===== src/rtl/acc_map.vh =====
`ifndef ACC_MAP_VH
`define ACC_MAP_VH

// Register addresses on the special function register bus
`define ACC_ADDR_TIMING_POWER   8'hEF
`define ACC_ADDR_MODE_CHANNEL   8'hD8
`define ACC_ADDR_CALIBRATION    8'hF5
`define ACC_ADDR_RESULT_LOW     8'hF6
`define ACC_ADDR_RESULT_HIGH    8'hF7

// Reset values
`define ACC_RESET_TIMING_POWER  8'h00
`define ACC_RESET_MODE_CHANNEL  8'h00
`define ACC_RESET_CALIBRATION   8'h00

// Timing and power control fields
`define ACC_BIT_POWER_ON        7
`define ACC_BIT_EXTERNAL_REFERENCE_SELECT         6
`define ACC_FLD_DIV_HI          5
`define ACC_FLD_DIV_LO          4
`define ACC_FLD_ACQ_HI          3
`define ACC_FLD_ACQ_LO          2
`define ACC_BIT_TIMER_TRIG      1
`define ACC_BIT_EXT_TRIG        0

// Mode and channel control fields
`define ACC_BIT_DONE_FLAG       7
`define ACC_BIT_DMA_MODE        6
`define ACC_BIT_CONTINUOUS      5
`define ACC_BIT_SINGLE          4
`define ACC_FLD_CHAN_HI         3
`define ACC_FLD_CHAN_LO         0

// Calibration register busy bit
`define ACC_BIT_BUSY            7

// Divider codes and terminal counts (ratio minus one)
`define ACC_DIV_CODE_16         2'h0
`define ACC_DIV_CODE_2          2'h1
`define ACC_DIV_CODE_4          2'h2
`define ACC_DIV_CODE_8          2'h3
`define ACC_DIV_RATIO_16        4'hF
`define ACC_DIV_RATIO_2         4'h1
`define ACC_DIV_RATIO_4         4'h3
`define ACC_DIV_RATIO_8         4'h7

// Converter clocks per conversion, excluding acquisition
`define ACC_CONV_CLOCKS         5'h11

// Channel code that ends a DMA sequence
`define ACC_CHAN_DMA_STOP       4'hF

`endif


===== src/rtl/acc_clkdiv.v =====
`timescale 1ns/1ns
`include "acc_map.vh"

// Converter clock generator: divides the master clock by 2, 4, 8 or 16
module acc_clkdiv (
    input  wire       clock,
    input  wire       arst_n,
    input  wire       clk_en,
    input  wire       run,
    input  wire [1:0] div_sel,
    output reg        tick,
    output reg        conv_clk
);

    reg  [3:0] count;
    reg  [3:0] ratio_m1;

    // Terminal count from the divider code
    always @* begin
        case (div_sel)
            `ACC_DIV_CODE_16: ratio_m1 = `ACC_DIV_RATIO_16;
            `ACC_DIV_CODE_2:  ratio_m1 = `ACC_DIV_RATIO_2;
            `ACC_DIV_CODE_4:  ratio_m1 = `ACC_DIV_RATIO_4;
            default:          ratio_m1 = `ACC_DIV_RATIO_8;
        endcase
    end

    // Counter restarts whenever run drops, so each conversion starts on a full period
    always @(posedge clock or negedge arst_n) begin
        if (!arst_n) begin
            count    <= 4'h0;
            tick     <= 1'b0;
            conv_clk <= 1'b0;
        end else if (clk_en) begin
            if (!run) begin
                count    <= 4'h0;
                tick     <= 1'b0;
                conv_clk <= 1'b0;
            end else if (count == ratio_m1) begin
                count    <= 4'h0;
                tick     <= 1'b1;
                conv_clk <= 1'b1; // Wrap opens the high half, so divide by 2 still toggles
            end else begin
                count    <= count + 4'h1;
                tick     <= 1'b0;
                conv_clk <= (count < (ratio_m1 >> 1));
            end
        end
    end

endmodule // acc_clkdiv


===== src/rtl/acc_conv_ctrl.v =====
// Behaviour
// RULE1 - result word plus channel code in result high
// RULE2 - power bit powers converter up or down
// RULE3 - reference bit picks external or internal
// RULE4 - divider field divides master clock 16/2/4/8
// RULE5 - software keeps converter clock under 4.5 MHz
// RULE6 - conversion takes seventeen converter clocks
// RULE7 - acquisition lasts one, two or three clocks; here field code 3 gives four
// RULE8 - software should pick three acquisition clocks
// RULE9 - timer overflow starts conversion when enabled
// RULE10 - low pin pulse starts conversion when enabled
// RULE11 - pin pulse wider than 100 ns
// RULE12 - done flag set per conversion, DMA block
// RULE13 - vectoring clears flag, else software clears
// RULE14 - DMA bit enables capture, auto clears
// RULE15 - address strobe stops until DMA starts
// RULE16 - continuous mode restarts after each conversion
// RULE17 - single bit starts one, clears at end
// RULE18 - channel field selects input outside DMA
// RULE19 - channel codes map inputs and stop entry
// RULE20 - DMA mode takes channel from memory
// RULE21 - busy bit shows conversion in progress
// RULE22 - triggers during conversion are ignored
// RULE23 - control registers reset to zero
`timescale 1ns/1ns
`include "acc_map.vh"

module acc_conv_ctrl #(
    parameter RESULT_WIDTH = 12
) (
    input  wire                    clock,
    input  wire                    arst_n,
    input  wire                    clk_en,
    input  wire [7:0]              sfr_addr,
    input  wire                    sfr_wr,
    input  wire [7:0]              sfr_wdata,
    input  wire                    sfr_rd,
    output reg  [7:0]              sfr_rdata,
    input  wire                    int_ack,
    input  wire                    timer2_overflow,
    input  wire                    convert_start_pin_n,
    input  wire                    dma_active,
    input  wire                    dma_conv_req,
    input  wire [3:0]              dma_channel,
    input  wire                    dma_block_done,
    input  wire [RESULT_WIDTH-1:0] core_result,
    output reg                     converter_power_on,
    output reg                     external_reference_select,
    output wire                    conv_clk,
    output reg                     track_hold,
    output reg  [3:0]              sample_channel,
    output reg                     conv_busy,
    output reg                     conversion_done_flag,
    output reg                     dma_result_ready,
    output reg                     ale_enable
);

    // Sequencer states
    localparam ST_IDLE = 2'b00;
    localparam ST_ACQ  = 2'b01;
    localparam ST_CONV = 2'b10;
    localparam ST_DONE = 2'b11;

    reg  [7:0]              conv_timing_power_ctrl;
    reg  [7:0]              conv_mode_channel_ctrl;
    reg  [6:0]              conv_calibration_ctrl;
    reg  [7:0]              result_high;
    reg  [7:0]              result_low;
    reg  [1:0]              state;
    reg  [1:0]              acq_cnt;
    reg  [4:0]              conv_cnt;
    reg                     pin_meta;
    reg                     pin_sync;
    reg                     pin_prev;
    reg                     started_by_dma;
    wire                    tick;
    wire                    powered;
    wire                    dma_mode;
    wire                    single_req;
    wire                    cont_req;
    wire                    timer_req;
    wire                    pin_req;
    wire                    dma_req;
    wire                    start;
    wire                    finish;
    wire                    wr_mode;
    wire                    wr_timing;
    wire                    wr_calib;
    wire [1:0]              acq_code;
    reg  [7:0]              next_mode;

    assign powered   = conv_timing_power_ctrl[`ACC_BIT_POWER_ON];
    assign dma_mode  = conv_mode_channel_ctrl[`ACC_BIT_DMA_MODE];
    assign acq_code  = conv_timing_power_ctrl[`ACC_FLD_ACQ_HI:`ACC_FLD_ACQ_LO];
    assign wr_mode   = sfr_wr && (sfr_addr == `ACC_ADDR_MODE_CHANNEL);
    assign wr_timing = sfr_wr && (sfr_addr == `ACC_ADDR_TIMING_POWER);
    assign wr_calib  = sfr_wr && (sfr_addr == `ACC_ADDR_CALIBRATION);

    // Pin synchroniser, first stage read only by the second
    always @(posedge clock or negedge arst_n) begin
        if (!arst_n) begin
            pin_meta <= 1'b1;
            pin_sync <= 1'b1;
            pin_prev <= 1'b1;
        end else if (clk_en) begin
            pin_meta <= convert_start_pin_n;
            pin_sync <= pin_meta;
            pin_prev <= pin_sync;
        end
    end

    // Trigger sources, only honoured while idle
    // RULE17 single start
    assign single_req = conv_mode_channel_ctrl[`ACC_BIT_SINGLE] && !dma_mode;
    // RULE16 continuous restart
    assign cont_req   = conv_mode_channel_ctrl[`ACC_BIT_CONTINUOUS] && !dma_mode;
    // RULE9 timer trigger
    assign timer_req  = timer2_overflow && conv_timing_power_ctrl[`ACC_BIT_TIMER_TRIG];
    // RULE10 falling pin edge
    assign pin_req    = pin_prev && !pin_sync && conv_timing_power_ctrl[`ACC_BIT_EXT_TRIG];
    // RULE19 stop entry starts nothing
    assign dma_req    = dma_mode && dma_conv_req && (dma_channel != `ACC_CHAN_DMA_STOP);

    // RULE22 requests ignored unless idle
    assign start  = powered && (state == ST_IDLE) &&
                    (single_req || cont_req || timer_req || pin_req || dma_req);
    assign finish = (state == ST_DONE);

    // Converter clock runs only during a conversion
    // RULE4 master clock divider
    acc_clkdiv u_clkdiv (
        .clock    (clock),
        .arst_n   (arst_n),
        .clk_en   (clk_en),
        .run      (powered && (state == ST_ACQ || state == ST_CONV)),
        .div_sel  (conv_timing_power_ctrl[`ACC_FLD_DIV_HI:`ACC_FLD_DIV_LO]),
        .tick     (tick),
        .conv_clk (conv_clk)
    );

    // Conversion sequencer
    always @(posedge clock or negedge arst_n) begin
        if (!arst_n) begin
            state          <= ST_IDLE;
            acq_cnt        <= 2'h0;
            conv_cnt       <= 5'h00;
            sample_channel <= 4'h0;
            started_by_dma <= 1'b0;
        end else if (clk_en) begin
            if (!powered) begin
                // RULE2 power down aborts
                state    <= ST_IDLE;
                acq_cnt  <= 2'h0;
                conv_cnt <= 5'h00;
            end else begin
                case (state)
                    ST_IDLE: begin
                        acq_cnt  <= 2'h0;
                        conv_cnt <= 5'h00;
                        if (start) begin
                            state          <= ST_ACQ;
                            started_by_dma <= dma_req;
                            // RULE20 channel from memory
                            if (dma_req) begin
                                sample_channel <= dma_channel;
                            end else begin
                                // RULE18 channel from register
                                sample_channel <= conv_mode_channel_ctrl[`ACC_FLD_CHAN_HI:
                                                                         `ACC_FLD_CHAN_LO];
                            end
                        end
                    end
                    ST_ACQ: begin
                        // RULE7 acquisition clock count
                        if (tick) begin
                            if (acq_cnt == acq_code) begin
                                state <= ST_CONV;
                            end else begin
                                acq_cnt <= acq_cnt + 2'h1;
                            end
                        end
                    end
                    ST_CONV: begin
                        // RULE6 seventeen converter clocks
                        if (tick) begin
                            if (conv_cnt == `ACC_CONV_CLOCKS - 5'h01) begin
                                state <= ST_DONE;
                            end else begin
                                conv_cnt <= conv_cnt + 5'h01;
                            end
                        end
                    end
                    default: begin
                        state <= ST_IDLE;
                    end
                endcase
            end
        end
    end

    // Status and analog control outputs
    always @(posedge clock or negedge arst_n) begin
        if (!arst_n) begin
            conv_busy                 <= 1'b0;
            track_hold                <= 1'b0;
            converter_power_on        <= 1'b0;
            external_reference_select <= 1'b0;
            dma_result_ready          <= 1'b0;
            ale_enable                <= 1'b1;
        end else if (clk_en) begin
            // RULE21 busy while converting
            conv_busy                 <= powered && (start || state == ST_ACQ ||
                                                     state == ST_CONV);
            track_hold                <= powered && (start || (state == ST_ACQ &&
                                                     !(tick && acq_cnt == acq_code)));
            // RULE2 power control
            converter_power_on        <= powered;
            // RULE3 reference select
            external_reference_select <= conv_timing_power_ctrl[`ACC_BIT_EXTERNAL_REFERENCE_SELECT];
            dma_result_ready          <= finish && started_by_dma;
            // RULE15 strobe held off until DMA runs
            ale_enable                <= !dma_mode || dma_active;
        end
    end

    // Result registers, channel code in the top nibble
    always @(posedge clock or negedge arst_n) begin
        if (!arst_n) begin
            result_high <= 8'h00;
            result_low  <= 8'h00;
        end else if (clk_en && finish) begin
            // RULE1 result and channel tag
            result_high <= {sample_channel, core_result[RESULT_WIDTH-1:8]};
            result_low  <= core_result[7:0];
        end
    end

    // Mode and channel register next value
    always @* begin
        next_mode = conv_mode_channel_ctrl;
        if (wr_mode) begin
            next_mode = sfr_wdata;
        end else if (finish) begin
            // RULE17 single bit clears at end
            next_mode[`ACC_BIT_SINGLE] = 1'b0;
        end
        // RULE13 vectoring clears flag
        if (int_ack) begin
            next_mode[`ACC_BIT_DONE_FLAG] = 1'b0;
        end
        // RULE12 set wins over clear
        if ((finish && !started_by_dma) || (dma_mode && dma_block_done)) begin
            next_mode[`ACC_BIT_DONE_FLAG] = 1'b1;
        end
        // RULE14 DMA bit clears at block end
        if (dma_block_done) begin
            next_mode[`ACC_BIT_DMA_MODE] = 1'b0;
        end
    end

    // Control registers
    always @(posedge clock or negedge arst_n) begin
        if (!arst_n) begin
            // RULE23 zero at reset
            conv_timing_power_ctrl <= `ACC_RESET_TIMING_POWER;
            conv_mode_channel_ctrl <= `ACC_RESET_MODE_CHANNEL;
            conv_calibration_ctrl  <= 7'h00;
            conversion_done_flag   <= 1'b0;
        end else if (clk_en) begin
            if (wr_timing) begin
                conv_timing_power_ctrl <= sfr_wdata;
            end
            if (wr_calib) begin
                conv_calibration_ctrl <= sfr_wdata[6:0];
            end
            conv_mode_channel_ctrl <= next_mode;
            conversion_done_flag   <= next_mode[`ACC_BIT_DONE_FLAG];
        end
    end

    // Read data, unmapped addresses read zero
    always @(posedge clock or negedge arst_n) begin
        if (!arst_n) begin
            sfr_rdata <= 8'h00;
        end else if (clk_en) begin
            if (!sfr_rd) begin
                sfr_rdata <= 8'h00;
            end else if (sfr_addr == `ACC_ADDR_TIMING_POWER) begin
                sfr_rdata <= conv_timing_power_ctrl;
            end else if (sfr_addr == `ACC_ADDR_MODE_CHANNEL) begin
                sfr_rdata <= conv_mode_channel_ctrl;
            end else if (sfr_addr == `ACC_ADDR_CALIBRATION) begin
                // RULE21 busy readback
                sfr_rdata <= {conv_busy, conv_calibration_ctrl};
            end else if (sfr_addr == `ACC_ADDR_RESULT_LOW) begin
                sfr_rdata <= result_low;
            end else if (sfr_addr == `ACC_ADDR_RESULT_HIGH) begin
                sfr_rdata <= result_high;
            end else begin
                sfr_rdata <= 8'h00;
            end
        end
    end

endmodule // acc_conv_ctrl


===== config.mk =====
export PLATFORM = sky130hd
export DESIGN_NAME = acc_conv_ctrl
export DESIGN_NICKNAME = d
export VERILOG_FILES = /design/src/rtl/acc_clkdiv.v /design/src/rtl/acc_conv_ctrl.v
export VERILOG_INCLUDE_DIRS = /design/src /design/src/rtl
export SDC_FILE = /design/constraint.sdc
export NUM_CORES = 1
export LEC_CHECK = 0
export ABC_AREA = 1
export BUFFER_PORTS_ARGS = -buffer_cell sky130_fd_sc_hd__clkbuf_2
export CAP_MARGIN = 10
export CORE_MARGIN = 1
export CORE_UTILIZATION = 30
export DETAILED_ROUTE_END_ITERATION = 12
export RECOVER_POWER = 25
export SKIP_LAST_GASP = 1
export SLEW_MARGIN = 30
export SYNTH_ARGS = -nofsm -noshare
export SYNTH_HDL_FRONTEND = slang
export SYNTH_SLANG_ARGS = --single-unit

===== constraint.sdc =====
create_clock -name clock -period 1.4 [get_ports clock]
set_clock_uncertainty 0.05 [all_clocks]
set_input_delay 0.28 -clock clock [delete_from_list [all_inputs] [get_ports clock]]
set_output_delay 0.28 -clock clock [all_outputs]
set_load 0.02 [all_outputs]

==> qor.csv, run 1 <==
stage,metric,value,unit
cts,# clock sinks,76,
placement,Post-Place Cell Area,4930,um2
die,core area,12800,um2
route,Avg WL per Cell,14.3,um
final_layout,Area Growth Syn to Fin,41.7,%
job,Max-Cap Viols,0,
synthesis,Post-Synthesis Cells,487,
worst_hold_path,Hold/Removal Path Class,input port to flip-flop,
timing,headroom to the max-slew limit,51.8,%
placement,detailed-placement wirelength estimate,8300,um
cts,Max Root-Sink Buffers,2,
final_layout,"commonest non-fill, non-tap cells in the layout","nand2_1 (122), dfrtp_1 (70), clkbuf_2 (60)",
die,die area,13900,um2
route,DRC,0,
worst_setup_path,crit path kind,flip-flop to flip-flop,
cts,"CTS clk-pin slew, worst paths",0.06,ns
placement,Port Buffers,62,
synthesis,synthesized flop and latch total,76,
pwr,Leak,2.92,nW
pwr,Pwr Density,1480,nW/um2
final_layout,"commonest non-fill, non-tap cell in the layout",nand2_1,
route,Antenna Nets Post-Route,0,
worst_setup_path,CP max FO,7,
cts,Root Driver,clkbuf_16,
worst_setup_path,reg2reg path depth,6,
pwr,Max VDD drop,0.000625,V
die,Ports,63,
worst_setup_path,Critical Path AT,1.65,ns
route,Routed WL,11200,um
die,Initial Util,31.3,%
worst_setup_path,crit path capture,result_low[4],
synthesis,Ys Warns,0,
synthesis,synthesized area per cell,8.25,um2
route,DR pass1 iterations,4,
route,Vias,3667,
timing,post-route clock period utilization,106,%
cts,CTS buffer count,9,
pwr,overall power,8.45,mW
die,Die W,118,um
global_routing,vias in the first global route,3691,
synthesis,Syn Nets,541,
route,Vias/cell,4.67,
outcome,violated checks,negative setup slack,
global_routing,first-pass GRT wire length,18500,um
synthesis,Post-Syn Area,4020,um2
worst_setup_path,flop-to-flop setup slack,-0.09,ns
final_layout,final net count,662,
global_routing,largest net degree at the start of global routing,77,
cts,CTS H-tree depth,3,
worst_setup_path,CP startpoint,state[1],
timing,final hold violations,0,
timing,Least-Margin Pin Slew,0.723,ns
worst_setup_path,CP Capture Type,flip-flop,
final_layout,Final Cell Area,5690,um2
timing,Period minus WS final,1.49,ns
worst_setup_path,Worst EP required,1.57,ns
die,# rows,41,
outcome,status,finished with violations,
synthesis,post-synth top area cell,dfrtp_1,
global_routing,gr ovfl total,0,
final_layout,Diodes inserted,0,
worst_setup_path,reg2reg end,result_low[4],
synthesis,Synth area leaders,"dfrtp_1 (45%), nand2_1 (13%), nand3_1 (6.4%), inv_1 (5.7%), o21ai_0 (5.4%)",
synthesis,post-synthesis sequential area ratio,47.5,%
cts,CTS tree,built,
worst_setup_path,CP startpoint kind,flip-flop,
synthesis,Unique masters post-synth,34,
cts,clock latency at the later pin of the worst-skew pair,0.34,ns
die,Die Y,118,um
timing,Max Freq,673,MHz
global_routing,initial antenna violation count,0,
route,drt first-iter violations,319,
timing,RSZ-0062 raised after global routing,true,
timing,Max Slew Vio Count,0,
synthesis,post-synth top area share,44.8,%
placement,Placer Congestion,0.866,
global_routing,GRT Util Overall,17.0,%
timing,Final Setup Violations,29,
timing,Final WS setup,-0.0867,ns
final_layout,layout cells sized above 1,38.3,%
worst_setup_path,Worst R2R Start,state[1],
## per-stage QoR
step           setup slack [ns]  hold slack [ns]  TNS (ns)  instances  utilization (%)
2_1_floorplan          -0.00345          -0.0656  -0.00345        487                -
3_3_place_gp             -0.230            0.288     -4.28        759             38.4
3_5_place_dp             -0.192            0.287     -5.49        759             38.4
4_1_cts                 -0.0822           0.0677     -1.46        783             43.0
5_1_grt                  -0.170            0.116     -3.51        785             44.4
6_report                -0.0867           0.0751     -1.59        785             44.4
## layer usage
layer / share of wire (%) / wire length [um] / track usage, %
met1: 47 / 5250 / 22.9
met2: 47 / 5220 / 26.2
met3: 4.6 / 516 / 4.17
met4: 1.9 / 214 / 6.17
met5: 0 / 0 / 0
## cell families (layout without fill, tap and decap cells)
kind of cell,count (synthesis),in the layout,share of synthesized area (%)
and+or+nand+nor,240,240,26.8
DFF,76,76,47.5
buffers and inverters,75,201,7.94
AOI/OAI and AO/OA,68,68,9.93
muxes,12,12,3.36
adders and majority gates,11,11,3.43
xor gates and xnor gates,5,5,1.09
## cells in the mapped netlist, drive strengths merged
cell / count
nand3: 52
dfrtp: 72
or3: 1
nor3: 6
buf: 7
a31oi: 1
a22oi: 1
inv: 62
nand2b: 1
xnor2: 2
dfstp: 4
a21oi: 6
o211ai: 1
nand4: 13
xor2: 3
or2: 1
o21bai: 2
nor2: 22
nand3b: 1
o21a: 8
o21ai: 49
nand2: 143
ha: 11
clkbuf: 6
mux2: 12
## report_power, final
part           internal [mW]  switching (mW)  total [mW]
clock network           1.62           0.917        2.53
logic                   1.40            1.43        2.83
registers               2.68           0.405        3.08
total                   5.70            2.75        8.45
## registers in the layout, indices dropped and copies added, names as in the netlist, 2 cells and up
signal	count
sfr_rdata	8
result_low	8
conv_calibration_ctrl	7
acq_cnt	2
sample_channel	4
conv_timing_power_ctrl	8
u_clkdiv.count	4
state	2
result_high	8
conv_cnt	5
conv_mode_channel_ctrl	7
## what timing repair did
item,4_1_cts,5_1_grt
pin swaps,13,15
hold buffers,1,0
setup endpoints to repair,22,41
resized for setup,64,53
hold endpoints to repair,72,0
setup buffers,6,3
cloned,1,1
## worst min-delay path by stage
stage	endpoint	slack, ns	from	cells after the start
final	pin_meta	0.08	convert_start_pin_n	3
after floorplan	acq_cnt[0]	-0.07	arst_n	0
after global placement	conv_cnt[1]	0.29	arst_n	2
after CTS	pin_meta	0.07	convert_start_pin_n	3
after global routing	pin_meta	0.12	convert_start_pin_n	3
after detailed placement	u_clkdiv.count[3]	0.29	arst_n	2
## area by class of cell
| cell class | instances | area (um2) |
|---|---|---|
| well taps | 172 | 215 |
| fillers | 1254 | 7130 |
| clock buffers | 11 | 243 |
| clock inverters | 5 | 83.8 |
| inverters | 62 | 240 |
| repair buffers | 123 | 885 |
| multi-input cells | 336 | 2120 |
| flip-flops and latches | 76 | 1910 |
## worst max-delay path: stages, from the launching register on
cell	delay (ns)
dfrtp_1	0.40
buf_6	0.12
buf_6	0.11
ha_4	0.16
nand2_4	0.08
buf_8	0.15
mux2_4	0.30
No activity file was read; power rests on OpenSTA's default activity.
==> run 2, diff against run 1 <==
- SYNTH_HIERARCHICAL: unset -> 1
==> run 2 against run 1 <==
Sequential power fell by 27%. Die area rose by 1.8%. Highest routed layer unchanged. Final area fell by 4.0%. Register-to-register slack barely moved. Combinational power fell by 86%. Core utilization fell by 3.3 points. Sequential cell count did not move. Critical path depth did not move. Total power fell by 36%. Area after synthesis rose by 1.9%. Non-clock buffer count fell by 22. The run still ends with negative setup slack left. Routed wire length fell by 3.1%.
==> qor.csv, run 2 <==
stage,metric,value,unit
final_layout,layout cells sized above 1,29.5,%
cts,Root Driver,clkbuf_16,
global_routing,first-pass GRT wire length,18000,um
pwr,Sw Ratio,22.8,%
final_layout,"commonest non-fill, non-tap cells in the layout","nand2_1 (167), dfrtp_1 (69), inv_1 (65)",
die,Die Y,119,um
worst_hold_path,hold path startpoint,convert_start_pin_n,
pwr,Leak,2.96,nW
synthesis,post-synth top area share,44.0,%
die,Die W,119,um
timing,Period minus WS final,1.49,ns
worst_setup_path,Worst R2R Start,state[0],
synthesis,post-synth top area cell,dfrtp_1,
worst_setup_path,crit path kind,flip-flop to flip-flop,
global_routing,largest net degree at the start of global routing,33,
pwr,switching pwr,1.23,mW
die,die area,14100,um2
global_routing,gr ovfl total,0,
synthesis,post-synthesis sequential area ratio,46.6,%
pwr,Max VDD drop,0.000569,V
pwr,share of power burned in registers,42.2,%
timing,Final WS setup,-0.0947,ns
cts,clock latency at the later pin of the worst-skew pair,0.35,ns
global_routing,vias in the first global route,3680,
route,Avg WL per Cell,13.3,um
die,# rows,42,
pwr,total internal power,4.14,mW
global_routing,GRT Util Overall,16.5,%
timing,final hold violations,0,
outcome,status,finished with violations,
job,Max-Cap Viols,0,
worst_hold_path,Hold/Removal Path Class,input port to flip-flop,
die,Initial Util,30.8,%
synthesis,Post-Syn Area,4090,um2
worst_setup_path,Critical Path AT,1.71,ns
route,Vias/cell,4.55,
worst_setup_path,Worst EP required,1.61,ns
synthesis,top cells by instance count after synthesis,"nand2_1 (174), inv_1 (73), dfrtp_1 (72), nand3_1 (52), nor2_1 (40)",
outcome,violated checks,negative setup slack,
pwr,Comb pwr share,7.2,%
timing,Setup TNS,-0.390,ns
die,core area,13300,um2
synthesis,Synth area leaders,"dfrtp_1 (44%), nand2_1 (16%), inv_1 (6.7%), nand3_1 (6.4%), mux2_2 (4.4%)",
timing,post-route clock period utilization,107,%
synthesis,Syn Nets,585,
synthesis,Main synth FF type,dfrtp_1,
timing,RSZ-0062 raised after global routing,true,
timing,Max Freq,669,MHz
final_layout,Diodes inserted,0,
cts,CTS buffer count,9,
cts,"CTS clk-pin slew, worst paths",0.06,ns
synthesis,Unique masters post-synth,27,
cts,# clock sinks,76,
timing,Max Slew Vio Count,0,
synthesis,synthesized flop and latch total,76,
route,Vias,3699,
timing,Final Setup Violations,8,
worst_setup_path,CP startpoint,state[0],
final_layout,final net count,686,
cts,CTS H-tree depth,3,
timing,headroom to the max-slew limit,52.2,%
synthesis,synthesized area per cell,7.71,um2
route,DRC,0,
synthesis,Post-Synthesis Cells,531,
route,Antenna Nets Post-Route,0,
global_routing,initial antenna violation count,0,
route,drt first-iter violations,142,
worst_setup_path,CP max FO,4,
placement,Port Buffers,62,
cts,Max Root-Sink Buffers,2,
die,Ports,63,
worst_setup_path,CP Capture Type,flip-flop,
route,Routed WL,10900,um
synthesis,ys async rst share,100,%
pwr,Pwr Density,982,nW/um2
final_layout,"commonest non-fill, non-tap cell in the layout",nand2_1,
placement,Placer Congestion,0.864,
synthesis,Post-synth EDFFs,0,
worst_setup_path,CP startpoint kind,flip-flop,
cts,CTS tree,built,
pwr,overall power,5.37,mW
placement,detailed-placement wirelength estimate,8280,um
pwr,Clock Power Share,50.6,%
synthesis,Ys Warns,6,
route,DR pass1 iterations,4,
timing,Least-Margin Pin Slew,0.717,ns
synthesis,top-count cell post-synth,nand2_1,
final_layout,Area Growth Syn to Fin,33.6,%
run 2: changes by cell type in the layout (fill, tap and decap cells not counted), moves of 11 or more:
cell     before  now
o21ai_1      10   34
nand4_1      13    0
mux2_4       12    0
o21ai_0      26   12
buf_4        45   28
nor2_1       14   37
mux2_2        0   16
nand2_2      17    6
inv_1        48   65
nand2_1     122  167
run 2: routing by layer:
layer	vias to the layer above	part of all wire, %	GRT usage, %
met4	0	1.6	6.65
met2	83	46	26.2
met5	-	0	0
li1	1871	-	-
met1	1733	48	22.0
met3	12	4.8	3.09
run 2: area by class of cell:
cell class	instances	area, um2
tap	176	220
multi-input combinational	369	2020
timing repair buffer	101	684
fill	1314	7830
sequential	76	1910
clock inverter	7	121
clock buffer	9	225
inverter	75	284
run 2: power groups by stage:
stage               registers (mW)  logic, mW  clock network (mW)
floorplan                     2.30      0.151                   0
global placement              2.30      0.360                   0
detailed placement            2.30      0.366                   0
CTS                           2.26      0.381                2.76
global route                  2.27      0.435                2.85
finish                        2.26      0.387                2.72
run 2: kinds of logic after synthesis:
kind of cell               after synthesis  synth area share, %
DFF                                     76                 46.6
xor gates and xnor gates                 4                0.856
AOI/OAI and AO/OA                       56                 7.09
muxes                                   16                 4.40
adders and majority gates               11                 3.36
and+or+nand+nor                        282                 29.3
buffers and inverters                   86                 8.41
run 2: stage by stage:
| step | utilization [%] | setup slack, ns | area (um2) | cells | hold slack [ns] |
|---|---|---|---|---|---|
| after floorplan | - | 0.00648 | 4130 | 531 | -0.0656 |
| after global placement | 37.1 | -0.0708 | 4930 | 793 | 0.179 |
| after detailed placement | 37.1 | -0.109 | 4930 | 793 | 0.178 |
| after CTS | 40.3 | -0.0711 | 5350 | 811 | 0.0587 |
| after global routing | 41.1 | -0.167 | 5470 | 813 | 0.0997 |
| final | 41.1 | -0.0947 | 5470 | 813 | 0.0622 |
run 2: timing repair:
item,4_1_cts,5_1_grt
pin swaps,12,22
setup endpoints to repair,36,21
setup buffers,1,2
hold buffers,1,0
endpoints found under the hold margin,19,0
gates cloned,0,0
resized for setup,15,30
run 2: final timing paths:
check,endpoint,slack (ns),depth (start not counted)
setup / recovery,acq_cnt[0],-0.09,6
hold / removal,pin_meta,0.06,3
setup reg to reg,acq_cnt[0],-0.09,6
hold reg to reg,pin_meta,0.41,2
max in group asynchronous,conv_timing_power_ctrl[7],0.12,3
min in group asynchronous,sfr_rdata[6],0.47,2
run 2: critical path, cell delays in order, from the launching register on:
cell	delay [ns]
dfrtp_1	0.42
inv_2	0.10
ha_4	0.17
or2_4	0.22
o211ai_1	0.29
nand2_1	0.08
o21ai_1	0.09
